==> config.mk <==
export PLATFORM = sky130hd
export DESIGN_NAME = vwc_window_latch
export DESIGN_NICKNAME = d
export VERILOG_FILES = /design/src/rtl/vwc_pkg.sv /design/src/rtl/vwc_window_latch.sv
export VERILOG_INCLUDE_DIRS = /design/src /design/src/rtl
export SDC_FILE = /design/constraint.sdc
export NUM_CORES = 1
export LEC_CHECK = 0
export ABC_AREA = 1
export BUFFER_PORTS_ARGS = -buffer_cell sky130_fd_sc_hd__buf_2
export CAP_MARGIN = 30
export CORE_ASPECT_RATIO = 0.7
export CORE_MARGIN = 5
export CORE_UTILIZATION = 44
export CTS_CLUSTER_SIZE = 30
export DETAILED_ROUTE_END_ITERATION = 10
export PLACE_DENSITY_LB_ADDON = 0.12
export SYNTH_ARGS = -nofsm -noshare
export SYNTH_HDL_FRONTEND = slang
export SYNTH_SLANG_ARGS = --single-unit
==> constraint.sdc <==
create_clock -name mclk_i -period 1.65 [get_ports mclk_i]
set_input_delay 0.2475 -clock mclk_i [delete_from_list [all_inputs] [get_ports mclk_i]]
set_output_delay 0.2475 -clock mclk_i [all_outputs]
set_load 0.05 [all_outputs]
==> src/rtl/vwc_map.svh <==
// Register indices, field positions, reset values and counts of the VBI window bank
`ifndef VWC_MAP_SVH
`define VWC_MAP_SVH

// ----------------------------------------------------------------------------
// Register indices (byte address is four times the index)
// ----------------------------------------------------------------------------
`define VWC_IDX_FIRST_EVEN 10'h134
`define VWC_IDX_LAST_EVEN  10'h135
`define VWC_IDX_FIRST_ODD  10'h136
`define VWC_IDX_LAST_ODD   10'h137
`define VWC_IDX_WIN_CTRL   10'h138
`define VWC_IDX_SLICE_LEN  10'h139
`define VWC_IDX_CTRL_LATCH 10'h140
`define VWC_IDX_STATE_RB   10'h141

// ----------------------------------------------------------------------------
// Reset values
// ----------------------------------------------------------------------------
`define VWC_RST_FIRST_EVEN 12'h110
`define VWC_RST_LAST_EVEN  12'h11B
`define VWC_RST_FIRST_ODD  12'h00A
`define VWC_RST_LAST_ODD   12'h015
`define VWC_RST_WIN_CTRL   12'h000
`define VWC_RST_SLICE_LEN  12'h000
`define VWC_RST_SYNC_MODE  2'h0

// ----------------------------------------------------------------------------
// Field positions
// ----------------------------------------------------------------------------
`define VWC_WC_ENABLE      0
`define VWC_WC_SLICED      1
`define VWC_WC_SUPPRESS    2
`define VWC_WC_COMMIT      11
`define VWC_CL_SYNC_LO     0
`define VWC_CL_SYNC_HI     1
`define VWC_CL_ACTIVE_VIDEO_FLAG_PROG   2
`define VWC_CL_WIN1_COMMIT 5
`define VWC_CL_WIN2_COMMIT 6
`define VWC_CL_DEC_COMMIT  10
`define VWC_CL_TIM_COMMIT  11
`define VWC_SR_WIN_ENABLE  5
`define VWC_SR_WIN_SLICED  6
`define VWC_SR_WIN_SUPPR   7

// ----------------------------------------------------------------------------
// Counts
// ----------------------------------------------------------------------------
`define VWC_RAW_SAMPLES    11'h474
`define VWC_SLICE_DEFAULT  12'h040

`endif

==> src/rtl/vwc_pkg.sv <==
// Types shared by the VBI window and control latch bank
package vwc_pkg;

  // Register word as seen by software
  typedef logic [11:0] vwc_word_t;

  // Sync timing modes
  typedef enum logic [1:0] {
    VWC_SYNC_OPEN = 2'h0,
    VWC_SYNC_SCAN = 2'h2
  } vwc_sync_e;

endpackage : vwc_pkg

==> src/rtl/vwc_window_latch.sv <==
// VBI window, slicer length and control latch register bank on APB
// Notes on behaviour
// - Even window starts at even first line, 272.
// - Even window ends at even last line, 283.
// - Even lines compared against whole-frame line count.
// - Odd window starts at odd first line, 10.
// - Odd window ends at odd last line, 21.
// - Window acts only while enable bit set.
// - Raw mode passes 1140 samples per line.
// - Sliced mode outputs teletext in payload-length packages.
// - Suppress bit blanks active-video flag in window.
// - Old window settings kept until commit written.
// - Payload length zero means 64 bytes.
// - Sync mode 00 tracks input, 10 free-runs.
// - Active-video length from window or programmed.
// - Window 1/2 commit latches, then self-clears.
// - Decimation count latched on commit, self-clears.
// - Sync mode changes only on timing commit.
// - Read-only state word shows settings in effect.
// - Range-protection format applies inside window only.
//
// The APB slave port was decided locally.
`timescale 1ns/1ps
`default_nettype none
`include "vwc_map.svh"

module vwc_window_latch
  import vwc_pkg::*;
(
  // Clock and reset
  input  wire logic        mclk_i,
  input  wire logic        rstn_i,
  // APB slave
  input  wire logic        psel_i,
  input  wire logic        penable_i,
  input  wire logic        pwrite_i,
  input  wire logic [11:0] paddr_i,
  input  wire logic [31:0] pwdata_i,
  output logic      [31:0] prdata_o,
  output logic             pready_o,
  output logic             pslverr_o,
  // Video timing from the decoder core
  input  wire logic [11:0] frame_line_i,
  input  wire logic        field_odd_i,
  input  wire logic        line_start_i,
  input  wire logic        sample_stb_i,
  input  wire logic        slice_byte_stb_i,
  input  wire logic        window_act_i,
  input  wire logic        field_act_i,
  input  wire logic        range_fmt_i,
  // Window and data path controls
  output logic             vbi_window_o,
  output logic             active_video_flag_o,
  output logic             raw_pass_o,
  output logic             sliced_pass_o,
  output logic             slice_pkg_end_o,
  output logic             range_fmt_o,
  output logic      [11:0] payload_len_o,
  // Timing and latch controls
  output logic             sync_free_run_o,
  output logic             active_video_flag_programmed_o,
  output logic             window1_commit_o,
  output logic             window2_commit_o,
  output logic             decim_commit_o
);

  // --------------------------------------------------------------------------
  // Helpers
  // --------------------------------------------------------------------------

  // Register index match on a word-aligned byte address
  function automatic logic vwc_hit(input logic [11:0] addr, input logic [9:0] idx);
    return addr == {idx, 2'b00};
  endfunction : vwc_hit

  // Inclusive line range test
  function automatic logic vwc_in_range(input logic [11:0] line, input logic [11:0] first,
                                        input logic [11:0] last);
    return (line >= first) && (line <= last);
  endfunction : vwc_in_range

  // --------------------------------------------------------------------------
  // APB handshake: one wait state, answer registered
  // --------------------------------------------------------------------------
  logic            pready_q;
  logic            pslverr_q;
  logic [31:0]     prdata_q;
  logic            acc_w;
  logic            wr_w;
  logic            mapped_w;
  logic            wr_ok_w;
  vwc_word_t       wdat_w;
  vwc_word_t       rdat_w;

  assign acc_w    = psel_i & penable_i & ~pready_q;
  assign wr_w     = psel_i & penable_i & pready_q & pwrite_i & ~pslverr_q;
  assign wdat_w   = pwdata_i[11:0];
  assign mapped_w = vwc_hit(paddr_i, `VWC_IDX_FIRST_EVEN) | vwc_hit(paddr_i, `VWC_IDX_LAST_EVEN)
                  | vwc_hit(paddr_i, `VWC_IDX_FIRST_ODD)  | vwc_hit(paddr_i, `VWC_IDX_LAST_ODD)
                  | vwc_hit(paddr_i, `VWC_IDX_WIN_CTRL)   | vwc_hit(paddr_i, `VWC_IDX_SLICE_LEN)
                  | vwc_hit(paddr_i, `VWC_IDX_CTRL_LATCH) | vwc_hit(paddr_i, `VWC_IDX_STATE_RB);
  // Writing the state word is refused with an error
  assign wr_ok_w  = mapped_w & ~(pwrite_i & vwc_hit(paddr_i, `VWC_IDX_STATE_RB));

  // Ready, error and read data, all from flops
  always_ff @(posedge mclk_i) begin
    if (!rstn_i) begin
      pready_q  <= 1'b0;
      pslverr_q <= 1'b0;
      prdata_q  <= 32'h0000_0000;
    end else begin
      pready_q  <= acc_w;
      pslverr_q <= acc_w & ~wr_ok_w;
      prdata_q  <= (acc_w & ~pwrite_i) ? {20'h0_0000, rdat_w} : 32'h0000_0000;
    end
  end

  // --------------------------------------------------------------------------
  // Shadow registers (software side)
  // --------------------------------------------------------------------------
  vwc_word_t sh_first_even_q;
  vwc_word_t sh_last_even_q;
  vwc_word_t sh_first_odd_q;
  vwc_word_t sh_last_odd_q;
  logic [2:0] sh_wctrl_q;
  vwc_word_t sh_slice_len_q;
  logic [1:0] sh_sync_q;
  logic       sh_active_video_flag_q;

  // Written values wait here until their commit
  always_ff @(posedge mclk_i) begin
    if (!rstn_i) begin
      sh_first_even_q <= `VWC_RST_FIRST_EVEN;
      sh_last_even_q  <= `VWC_RST_LAST_EVEN;
      sh_first_odd_q  <= `VWC_RST_FIRST_ODD;
      sh_last_odd_q   <= `VWC_RST_LAST_ODD;
      sh_wctrl_q      <= 3'(`VWC_RST_WIN_CTRL);
      sh_slice_len_q  <= `VWC_RST_SLICE_LEN;
      sh_sync_q       <= `VWC_RST_SYNC_MODE;
      sh_active_video_flag_q       <= 1'b0;
    end else if (wr_w) begin
      if (vwc_hit(paddr_i, `VWC_IDX_FIRST_EVEN)) sh_first_even_q <= wdat_w;
      if (vwc_hit(paddr_i, `VWC_IDX_LAST_EVEN))  sh_last_even_q  <= wdat_w;
      if (vwc_hit(paddr_i, `VWC_IDX_FIRST_ODD))  sh_first_odd_q  <= wdat_w;
      if (vwc_hit(paddr_i, `VWC_IDX_LAST_ODD))   sh_last_odd_q   <= wdat_w;
      if (vwc_hit(paddr_i, `VWC_IDX_WIN_CTRL))   sh_wctrl_q      <= wdat_w[2:0];
      if (vwc_hit(paddr_i, `VWC_IDX_SLICE_LEN))  sh_slice_len_q  <= wdat_w;
      if (vwc_hit(paddr_i, `VWC_IDX_CTRL_LATCH))
        {sh_active_video_flag_q, sh_sync_q} <= wdat_w[`VWC_CL_ACTIVE_VIDEO_FLAG_PROG:`VWC_CL_SYNC_LO];
    end
  end

  // --------------------------------------------------------------------------
  // Self-clearing commit bits
  // --------------------------------------------------------------------------
  logic       wc_commit_w;
  logic [3:0] cl_commit_w;
  logic       win_pend_q;
  logic [3:0] cl_pend_q;

  assign wc_commit_w = wr_w & vwc_hit(paddr_i, `VWC_IDX_WIN_CTRL) & wdat_w[`VWC_WC_COMMIT];
  assign cl_commit_w = {4{wr_w & vwc_hit(paddr_i, `VWC_IDX_CTRL_LATCH)}}
                     & {wdat_w[`VWC_CL_TIM_COMMIT], wdat_w[`VWC_CL_DEC_COMMIT],
                        wdat_w[`VWC_CL_WIN2_COMMIT], wdat_w[`VWC_CL_WIN1_COMMIT]};

  // Pending bit is consumed the cycle after it is seen; a new write wins
  always_ff @(posedge mclk_i) begin
    if (!rstn_i) begin
      win_pend_q <= 1'b0;
      cl_pend_q  <= 4'h0;
    end else begin
      win_pend_q <= wc_commit_w;
      cl_pend_q  <= cl_commit_w;
    end
  end

  // --------------------------------------------------------------------------
  // Working registers (settings in effect)
  // --------------------------------------------------------------------------
  vwc_word_t wk_first_even_q;
  vwc_word_t wk_last_even_q;
  vwc_word_t wk_first_odd_q;
  vwc_word_t wk_last_odd_q;
  logic      wk_enable_q;
  logic      wk_sliced_q;
  logic      wk_suppress_q;
  vwc_word_t wk_slice_len_q;
  vwc_sync_e wk_sync_q;
  logic      wk_active_video_flag_q;
  logic      free_q;

  // Window table copied only on its commit
  always_ff @(posedge mclk_i) begin
    if (!rstn_i) begin
      wk_first_even_q <= `VWC_RST_FIRST_EVEN;
      wk_last_even_q  <= `VWC_RST_LAST_EVEN;
      wk_first_odd_q  <= `VWC_RST_FIRST_ODD;
      wk_last_odd_q   <= `VWC_RST_LAST_ODD;
      {wk_suppress_q, wk_sliced_q, wk_enable_q} <= 3'(`VWC_RST_WIN_CTRL);
      wk_slice_len_q  <= `VWC_RST_SLICE_LEN;
    end else if (win_pend_q) begin
      wk_first_even_q <= sh_first_even_q;
      wk_last_even_q  <= sh_last_even_q;
      wk_first_odd_q  <= sh_first_odd_q;
      wk_last_odd_q   <= sh_last_odd_q;
      {wk_suppress_q, wk_sliced_q, wk_enable_q} <= sh_wctrl_q[`VWC_WC_SUPPRESS:`VWC_WC_ENABLE];
      wk_slice_len_q  <= sh_slice_len_q;
    end
  end

  // Timing mode copied only on the timing commit
  always_ff @(posedge mclk_i) begin
    if (!rstn_i) begin
      wk_sync_q <= VWC_SYNC_OPEN;
      wk_active_video_flag_q <= 1'b0;
      free_q    <= 1'b0;
    end else if (cl_pend_q[3]) begin
      wk_sync_q <= vwc_sync_e'(sh_sync_q);
      wk_active_video_flag_q <= sh_active_video_flag_q;
      free_q    <= (vwc_sync_e'(sh_sync_q) == VWC_SYNC_SCAN);
    end
  end

  // --------------------------------------------------------------------------
  // Read mux: window table is write-only and reads zero
  // --------------------------------------------------------------------------
  always_comb begin
    rdat_w = 12'h000;
    if (vwc_hit(paddr_i, `VWC_IDX_CTRL_LATCH)) begin
      rdat_w[`VWC_CL_ACTIVE_VIDEO_FLAG_PROG:`VWC_CL_SYNC_LO]       = {sh_active_video_flag_q, sh_sync_q};
      rdat_w[`VWC_CL_WIN2_COMMIT:`VWC_CL_WIN1_COMMIT] = cl_pend_q[1:0];
      rdat_w[`VWC_CL_TIM_COMMIT:`VWC_CL_DEC_COMMIT]   = cl_pend_q[3:2];
    end else if (vwc_hit(paddr_i, `VWC_IDX_STATE_RB)) begin
      rdat_w[`VWC_CL_ACTIVE_VIDEO_FLAG_PROG:`VWC_CL_SYNC_LO]       = {wk_active_video_flag_q, wk_sync_q};
      rdat_w[`VWC_SR_WIN_SUPPR:`VWC_SR_WIN_ENABLE]    = {wk_suppress_q, wk_sliced_q, wk_enable_q};
    end
  end

  // --------------------------------------------------------------------------
  // Window decision and data path controls
  // --------------------------------------------------------------------------
  logic       in_win_w;
  logic       win_q;
  logic       avf_q;
  logic       range_q;
  logic [10:0] raw_cnt_q;
  logic       raw_q;
  vwc_word_t  pay_len_w;
  vwc_word_t  pay_len_q;
  vwc_word_t  byte_cnt_q;
  logic       sliced_q;
  logic       pkg_end_q;
  logic       pkg_last_w;

  // Even lines use the whole-frame count directly
  assign in_win_w = wk_enable_q & (field_odd_i
                  ? vwc_in_range(frame_line_i, wk_first_odd_q, wk_last_odd_q)
                  : vwc_in_range(frame_line_i, wk_first_even_q, wk_last_even_q));
  assign pay_len_w  = (wk_slice_len_q == 12'h000) ? `VWC_SLICE_DEFAULT : wk_slice_len_q;
  assign pkg_last_w = (byte_cnt_q == pay_len_q - 12'h001);

  // Window flag, active-video flag and range format gate
  always_ff @(posedge mclk_i) begin
    if (!rstn_i) begin
      win_q   <= 1'b0;
      avf_q   <= 1'b0;
      range_q <= 1'b0;
    end else begin
      win_q   <= in_win_w;
      avf_q   <= (wk_active_video_flag_q ? field_act_i : window_act_i)
               & ~(in_win_w & wk_suppress_q);
      range_q <= range_fmt_i & in_win_w;
    end
  end

  // Raw sample pass-through, limited per line
  always_ff @(posedge mclk_i) begin
    if (!rstn_i) begin
      raw_cnt_q <= 11'h000;
      raw_q     <= 1'b0;
    end else begin
      raw_q <= in_win_w & ~wk_sliced_q & sample_stb_i & (raw_cnt_q < `VWC_RAW_SAMPLES);
      if (line_start_i) begin
        raw_cnt_q <= 11'h000;
      end else if (in_win_w & ~wk_sliced_q & sample_stb_i & (raw_cnt_q < `VWC_RAW_SAMPLES)) begin
        raw_cnt_q <= raw_cnt_q + 11'h001;
      end
    end
  end

  // Sliced byte packaging
  always_ff @(posedge mclk_i) begin
    if (!rstn_i) begin
      pay_len_q  <= `VWC_SLICE_DEFAULT;
      byte_cnt_q <= 12'h000;
      sliced_q   <= 1'b0;
      pkg_end_q  <= 1'b0;
    end else begin
      pay_len_q <= pay_len_w;
      sliced_q  <= in_win_w & wk_sliced_q & slice_byte_stb_i;
      pkg_end_q <= in_win_w & wk_sliced_q & slice_byte_stb_i & pkg_last_w;
      if (line_start_i) begin
        byte_cnt_q <= 12'h000;
      end else if (in_win_w & wk_sliced_q & slice_byte_stb_i) begin
        byte_cnt_q <= pkg_last_w ? 12'h000 : byte_cnt_q + 12'h001;
      end
    end
  end

  // --------------------------------------------------------------------------
  // Outputs
  // --------------------------------------------------------------------------
  assign prdata_o            = prdata_q;
  assign pready_o            = pready_q;
  assign pslverr_o           = pslverr_q;
  assign vbi_window_o        = win_q;
  assign active_video_flag_o = avf_q;
  assign raw_pass_o          = raw_q;
  assign sliced_pass_o       = sliced_q;
  assign slice_pkg_end_o     = pkg_end_q;
  assign range_fmt_o         = range_q;
  assign payload_len_o       = pay_len_q;
  assign sync_free_run_o     = free_q;
  assign active_video_flag_programmed_o   = wk_active_video_flag_q;
  assign window1_commit_o    = cl_pend_q[0];
  assign window2_commit_o    = cl_pend_q[1];
  assign decim_commit_o      = cl_pend_q[2];
endmodule : vwc_window_latch
`default_nettype wire

Yosys cells after proc, flatten, opt, wreduce, memory -nomap -nowiden:

Index checks and enable logic that the tools add are counted.

* bits of input ports: 68
* output and inout port bits: 57
* bits in latches: 0
* bits in read-only memories: 0
* memories kept: 0
* logic and storage cells: 116
* register bits: 213
* bits in writable memories: 0

* bitwise gates (word level): 40
* eq/ne operators: 10
* reduce and logical (&&, ||, !) cells: 15
* $lt $le $gt $ge: 5
* divide/modulo/power cells: 0
* mux-type cells: 7
* shifts and indexed selects: 0
* add/sub/neg operators: 3
* multipliers: 0

Operators by type and width (count)
* 12-bit by 11-bit equality test with 1-bit output, second input constant: 8
* 12-bit greater-or-equal comparator: 2
* 12-bit <= comparator: 2
* 1-bit bitwise AND: 22
* 2-bit AND reduction: 8
* 12-bit by 1-bit adder with 12-bit output, second input constant: 1
* 12-bit equality test: 1
* 12-bit logical NOT: 1
* 12-bit two-way mux: 1
* 12-bit by 1-bit subtractor with 12-bit output, second input constant: 1
* 11-bit by 1-bit adder with 11-bit output, second input constant: 1
* 11-bit less-than comparator, second input constant: 1
* 1-bit inverter: 10
* 1-bit OR: 7
* 3-bit two-way mux: 2
* 4-bit bitwise AND: 1
* 2-bit two-way mux: 2
* 2-bit OR reduction: 2
* 4-bit OR reduction: 1
* 3-bit AND reduction: 1
* 2-bit equality test, second input constant: 1
* 1-bit logical AND: 2
* 1-bit two-way mux: 2

Logic depth before layout (Yosys ltp):

* word-level depth: 11
* depth in mapped cells: 18
* depth with buffers taken out: 17

Worst setup path after synthesis:

OpenSTA, ideal clock, no wires.

* path type: reg-to-reg
* start: reg pay_len_q[0] (netlist: payload_len_o[0])
* end: reg byte_cnt_q[0]
* cell stages (with the launch flop): 15
* slack: -0.528 ns
* data required time: 1.534 ns
* setup time: 0.116 ns
* period minus slack after synthesis: 2.178 ns
* buffers on the path: 0
* data arrival time: 2.062 ns
* path through: dfxtp_1 inv_1 ha_1 nand2_2 nor2_1 nand2_1 nand2_1 nand2_1 nand2_1 nor2_2 nand3_2 nor2_4 nor2_1 nor2_1 nor2_1

* cells in the longest elaborated chain, start to end: 3

RTL lines
* start: declaration: RTL line vwc_window_latch.sv:249 `vwc_word_t pay_len_q;`
* start signal: assignment: RTL line vwc_window_latch.sv:294 `` pay_len_q <= `VWC_SLICE_DEFAULT; ``
* start signal: assignment: RTL line vwc_window_latch.sv:299 `pay_len_q <= pay_len_w;`
* 12-bit by 1-bit subtractor with 12-bit output: RTL line vwc_window_latch.sv:260 `assign pkg_last_w = (byte_cnt_q == pay_len_q - 12'h001);`
* 12-bit equality test: RTL line vwc_window_latch.sv:260
* 12-bit two-way mux: RTL line vwc_window_latch.sv:305 `byte_cnt_q <= pkg_last_w ? 12'h000 : byte_cnt_q + 12'h001;`
* end signal: assignment: RTL line vwc_window_latch.sv:305
* end: declaration: RTL line vwc_window_latch.sv:250 `vwc_word_t byte_cnt_q;`

No other way between the ends.
A chain may end at the register's enable or synchronous reset.

Worst setup path in the final report:

* start: reg wk_last_even_q[9]
* end: reg raw_cnt_q[3]

* cells in the longest elaborated chain, start to end: 7

RTL lines
* start: declaration: RTL line vwc_window_latch.sv:181 `vwc_word_t wk_last_even_q;`
* start signal: assignment: RTL line vwc_window_latch.sv:196 `` wk_last_even_q <= `VWC_RST_LAST_EVEN; ``
* start signal: assignment: RTL line vwc_window_latch.sv:203 `wk_last_even_q <= sh_last_even_q;`
* 12-bit <= comparator: RTL line vwc_window_latch.sv:79 `return (line >= first) && (line <= last);`
* 1-bit logical AND: RTL line vwc_window_latch.sv:79
* 1-bit two-way mux: RTL line vwc_window_latch.sv:257 `? vwc_in_range(frame_line_i, wk_first_odd_q, wk_last_odd_q)`
* 1-bit bitwise AND: RTL line vwc_window_latch.sv:256 `assign in_win_w = wk_enable_q & (field_odd_i`
* 1-bit bitwise AND (3 in series): RTL line vwc_window_latch.sv:285 `` end else if (in_win_w & ~wk_sliced_q & sample_stb_i & (raw_cnt_q < `VWC_RAW_SAMPLES)) begin ``
* end signal: assignment: RTL line vwc_window_latch.sv:286 `raw_cnt_q <= raw_cnt_q + 11'h001;`
* end: declaration: RTL line vwc_window_latch.sv:246 `logic [10:0] raw_cnt_q;`

No other way between the ends.

==> results.toml <==
[run_status]
outcome = "finished, violations left"
failed_checks = "negative setup slack"

[route]
wl_per_cell_um = 14.47
first_pass_iters = 5
drc = 0
vias = 7857
drtAntennaViolNets = 0
via_per_inst = 4.853
wl_mm = 23.42
drtIter0Drc = 593

[placement]
placed_cell_area_um2 = 10180
dp.final_hpwl_mm = 16.95
placed_cells = 1576
io_buffers = 80
gp_congestion = 0.8741

[cells_and_area]
stdcell_count = 1619
synthToLayoutAreaGrowth_pct = 28.14
fin_nets = 1455
postLayoutCellArea_um2 = 11370
insertedDiodeCount = 0
final_core_utilization_pct = 57.41
drive_gt1_share_pct = 26.24

[power_and_ir_drop]
cellPowerDensity_nw_per_um2 = 838.6
clockPowerShare_pct = 45.3
p_int_mw = 7.204
p_switching_mw = 2.329
p_comb_share_pct = 6.9
peakVddDrop_mv = 0.7252
p_sw_share_pct = 24.43
sequentialPowerShare_pct = 47.8
total_power_mw = 9.533
p_leak_nw = 5.071

[synth]
synth_common_cells = "189 x dfxtp_1, 171 x nand2_1, 149 x inv_1"
synth_area_um2 = 8871
synth-seq-cells = 189
yosys.area.top_type_share_pct = 42.65
synthArstFlopShare_pct = 0
yosysTopAreaCell = "dfxtp_1"
synth_most_common_cell = "dfxtp_1"
synth_edf_count = 0
avgSynthCellArea_um2 = 7.550
syn_inst = 1175
synthTopCellsByArea = "dfxtp_1 43%, a21oi_1 7.4%, nand2_1 7.2%, ha_1 7.2%, o21ai_0 7.1%"
synth_top_flop_cell = "dfxtp_1"
ys_seq_area_share_pct = 42.65
yosys_warnings = 0
synthDistinctLibCells = 44

[worst_setup_path]
r2r_cells = 16
ff2ff_setup_slack_ns = -0.38
cp-end-kind = "flop"
critPathKind = "reg -> reg"
startpoint = "wk_last_even_q[9]$_SDFFE_PN0P_"
start_kind = "flop"
r2r_end = "raw_cnt_q[3]$_SDFFE_PP0P_"
critPathRequiredTime_ns = 1.98
path_max_fanout = 6
endpoint = "raw_cnt_q[3]$_SDFFE_PP0P_"
cp.arrival_ns = 2.35
r2r-start = "wk_last_even_q[9]$_SDFFE_PN0P_"

[flow_run]
drv_cap = 0

[clock_tree]
htree_levels = 4
clkSinkCount = 189
clock_latency_ns = 0.43
cts-root-buf = "clkbuf_16"
cts_buffers = 17
cts_buffer_depth = 2
clk_pin_slew_ns = 0.08
cts_tree = "done"

[grt]
grt.total_usage_pct = 19.92
antenna_found_initial = 0
gr-total-overflow = 0
grt_pass1_vias = 7254
grt_pass1_wl_mm = 37.58
grt_max_degree = 52

[timing]
finalClockSkew_ns = 0.008557
worst_slack_ns = -0.3784
layout_min_cycle_time_ns = 2.028
hold_viol = 0
rsz0062_at_grt = "yes"
fmax_ghz = 0.4930
timing.final.crit_share_pct = 122.9
setup_violations = 28
final_max_slew_viol_count = 0

[hold_path]
hp-class = "in -> reg"

[die]
core_region_area_um2 = 19800
io_pins = 125
die_h_um = 128.8
die-area_um2 = 23150
die_width_um = 179.7
rows = 43
initial_core_util_pct = 44.81
## stage by stage
stage / hold slack (ns) / setup WS, ns / setup TNS (ns)
6_report: 0.05267 / -0.3784 / -8.814
5_1_grt: 0.04121 / -0.5143 / -12.84
4_1_cts: 0.03228 / -0.3493 / -8.777
3_5_place_dp: 0.4246 / -0.5574 / -14.19
3_3_place_gp: 0.4278 / -0.5592 / -14.29
2_1_floorplan: 0.3681 / -0.1418 / -2.741
## cells in the final DEF, fill, tap and decap left out, types with 19 or more instances in the layout
master	netlist	layout
o21ai_0	125	121
inv_2	5	23
a21oi_1	132	130
buf_4	26	94
inv_1	149	129
ha_1	51	31
nand4_1	21	21
ha_4	0	20
conb_1	1	24
nand2_1	171	156
clkbuf_16	0	19
nor2_1	128	115
dfxtp_1	189	167
buf_2	6	80
dfxtp_2	0	20
nand3_1	29	28
## timing repair
| item | in CTS | in global routing |
|---|---|---|
| hold buffers | 0 | 0 |
| pin swaps | 29 | 27 |
| cloned | 0 | 1 |
| endpoints found under the setup margin | 29 | 31 |
| buffers inserted | 9 | 1 |
| resized for setup | 56 | 54 |
## how the worst min path moves through the flow
stage                                       start                       to  slack (ns)  cells past startpoint
after floorplan                       range_fmt_i   range_fmt_o$_SDFF_PN0_        0.37                      2
after global placement    cl_pend_q[2]$_SDFF_PN0_  prdata_o[10]$_SDFF_PN0_        0.43                      2
after detailed placement  cl_pend_q[2]$_SDFF_PN0_  prdata_o[10]$_SDFF_PN0_        0.42                      2
after CTS                             range_fmt_i   range_fmt_o$_SDFF_PN0_        0.03                      3
after global routing                  range_fmt_i   range_fmt_o$_SDFF_PN0_        0.04                      3
final                                 range_fmt_i   range_fmt_o$_SDFF_PN0_        0.05                      3
## cell families (layout without fill, tap and decap cells)
| group | Yosys count | count (layout) | share of synthesized area [%] |
|---|---|---|---|
| and+or+nand+nor | 406 | 406 | 20.42 |
| AOI/OAI and AO/OA | 283 | 283 | 16.53 |
| buffers and inverters | 222 | 373 | 10.87 |
| DFF | 189 | 189 | 42.65 |
| adders and majority gates | 51 | 51 | 7.193 |
| xor gates and xnor gates | 22 | 22 | 2.172 |
| other | 1 | 24 | 0.04227 |
| muxes | 1 | 1 | 0.1128 |
## power groups by stage
stage	registers, mW	clock network, mW	logic, mW
5_1_grt	4.56	4.59	0.725
4_1_cts	4.56	4.39	0.623
2_1_floorplan	4.68	0	0.419
3_3_place_gp	4.67	0	0.585
6_report	4.56	4.32	0.657
3_5_place_dp	4.67	0	0.586
## worst max-delay path: stages, from the launching register on
cell and delay [ns]:
dfxtp_2 0.33, inv_2 0.05, ha_4 0.27, nand2_2 0.05, inv_2 0.06, nand2_4 0.05, nor2_4 0.09, nand4_1 0.12
nand2_1 0.11, nand2_2 0.08, nand2_4 0.12, nand2_4 0.06, nor2_4 0.18, clkbuf_16 0.18, nand4_1 0.07, nand2_1 0.07
nor2_1 0.04
## routing by layer
| layer | vias to the layer above | global-route usage [%] | wire length (um) |
|---|---|---|---|
| li1 | 4118 | - | - |
| met1 | 3553 | 31.46 | 12760 |
| met2 | 174 | 27.99 | 9309 |
| met3 | 12 | 3.984 | 1160 |
| met4 | 0 | 3.717 | 187 |
| met5 | - | 0 | 0 |
## registers in the layout, summed over array words and instances (netlist names), 2 cells and up
| name | flops |
|---|---|
| byte_cnt_q | 12 |
| cl_pend_q | 4 |
| payload_len_o | 12 |
| prdata_o | 8 |
| raw_cnt_q | 11 |
| sh_first_even_q | 12 |
| sh_first_odd_q | 12 |
| sh_last_even_q | 12 |
| sh_last_odd_q | 12 |
| sh_slice_len_q | 12 |
| sh_sync_q | 2 |
| sh_wctrl_q | 3 |
| wk_first_even_q | 12 |
| wk_first_odd_q | 12 |
| wk_last_even_q | 12 |
| wk_last_odd_q | 12 |
| wk_slice_len_q | 12 |
| wk_sync_q | 2 |
## layout make-up
class	instances	area [um^2]
multi-input combinational	787	4661
clock buffer	20	478.0
inverter	154	588.1
tap	270	337.8
fill	1866	8432
clock inverter	12	150.1
sequential	189	3816
timing repair buffer	187	1336
No activity file was read; power rests on OpenSTA's default activity.
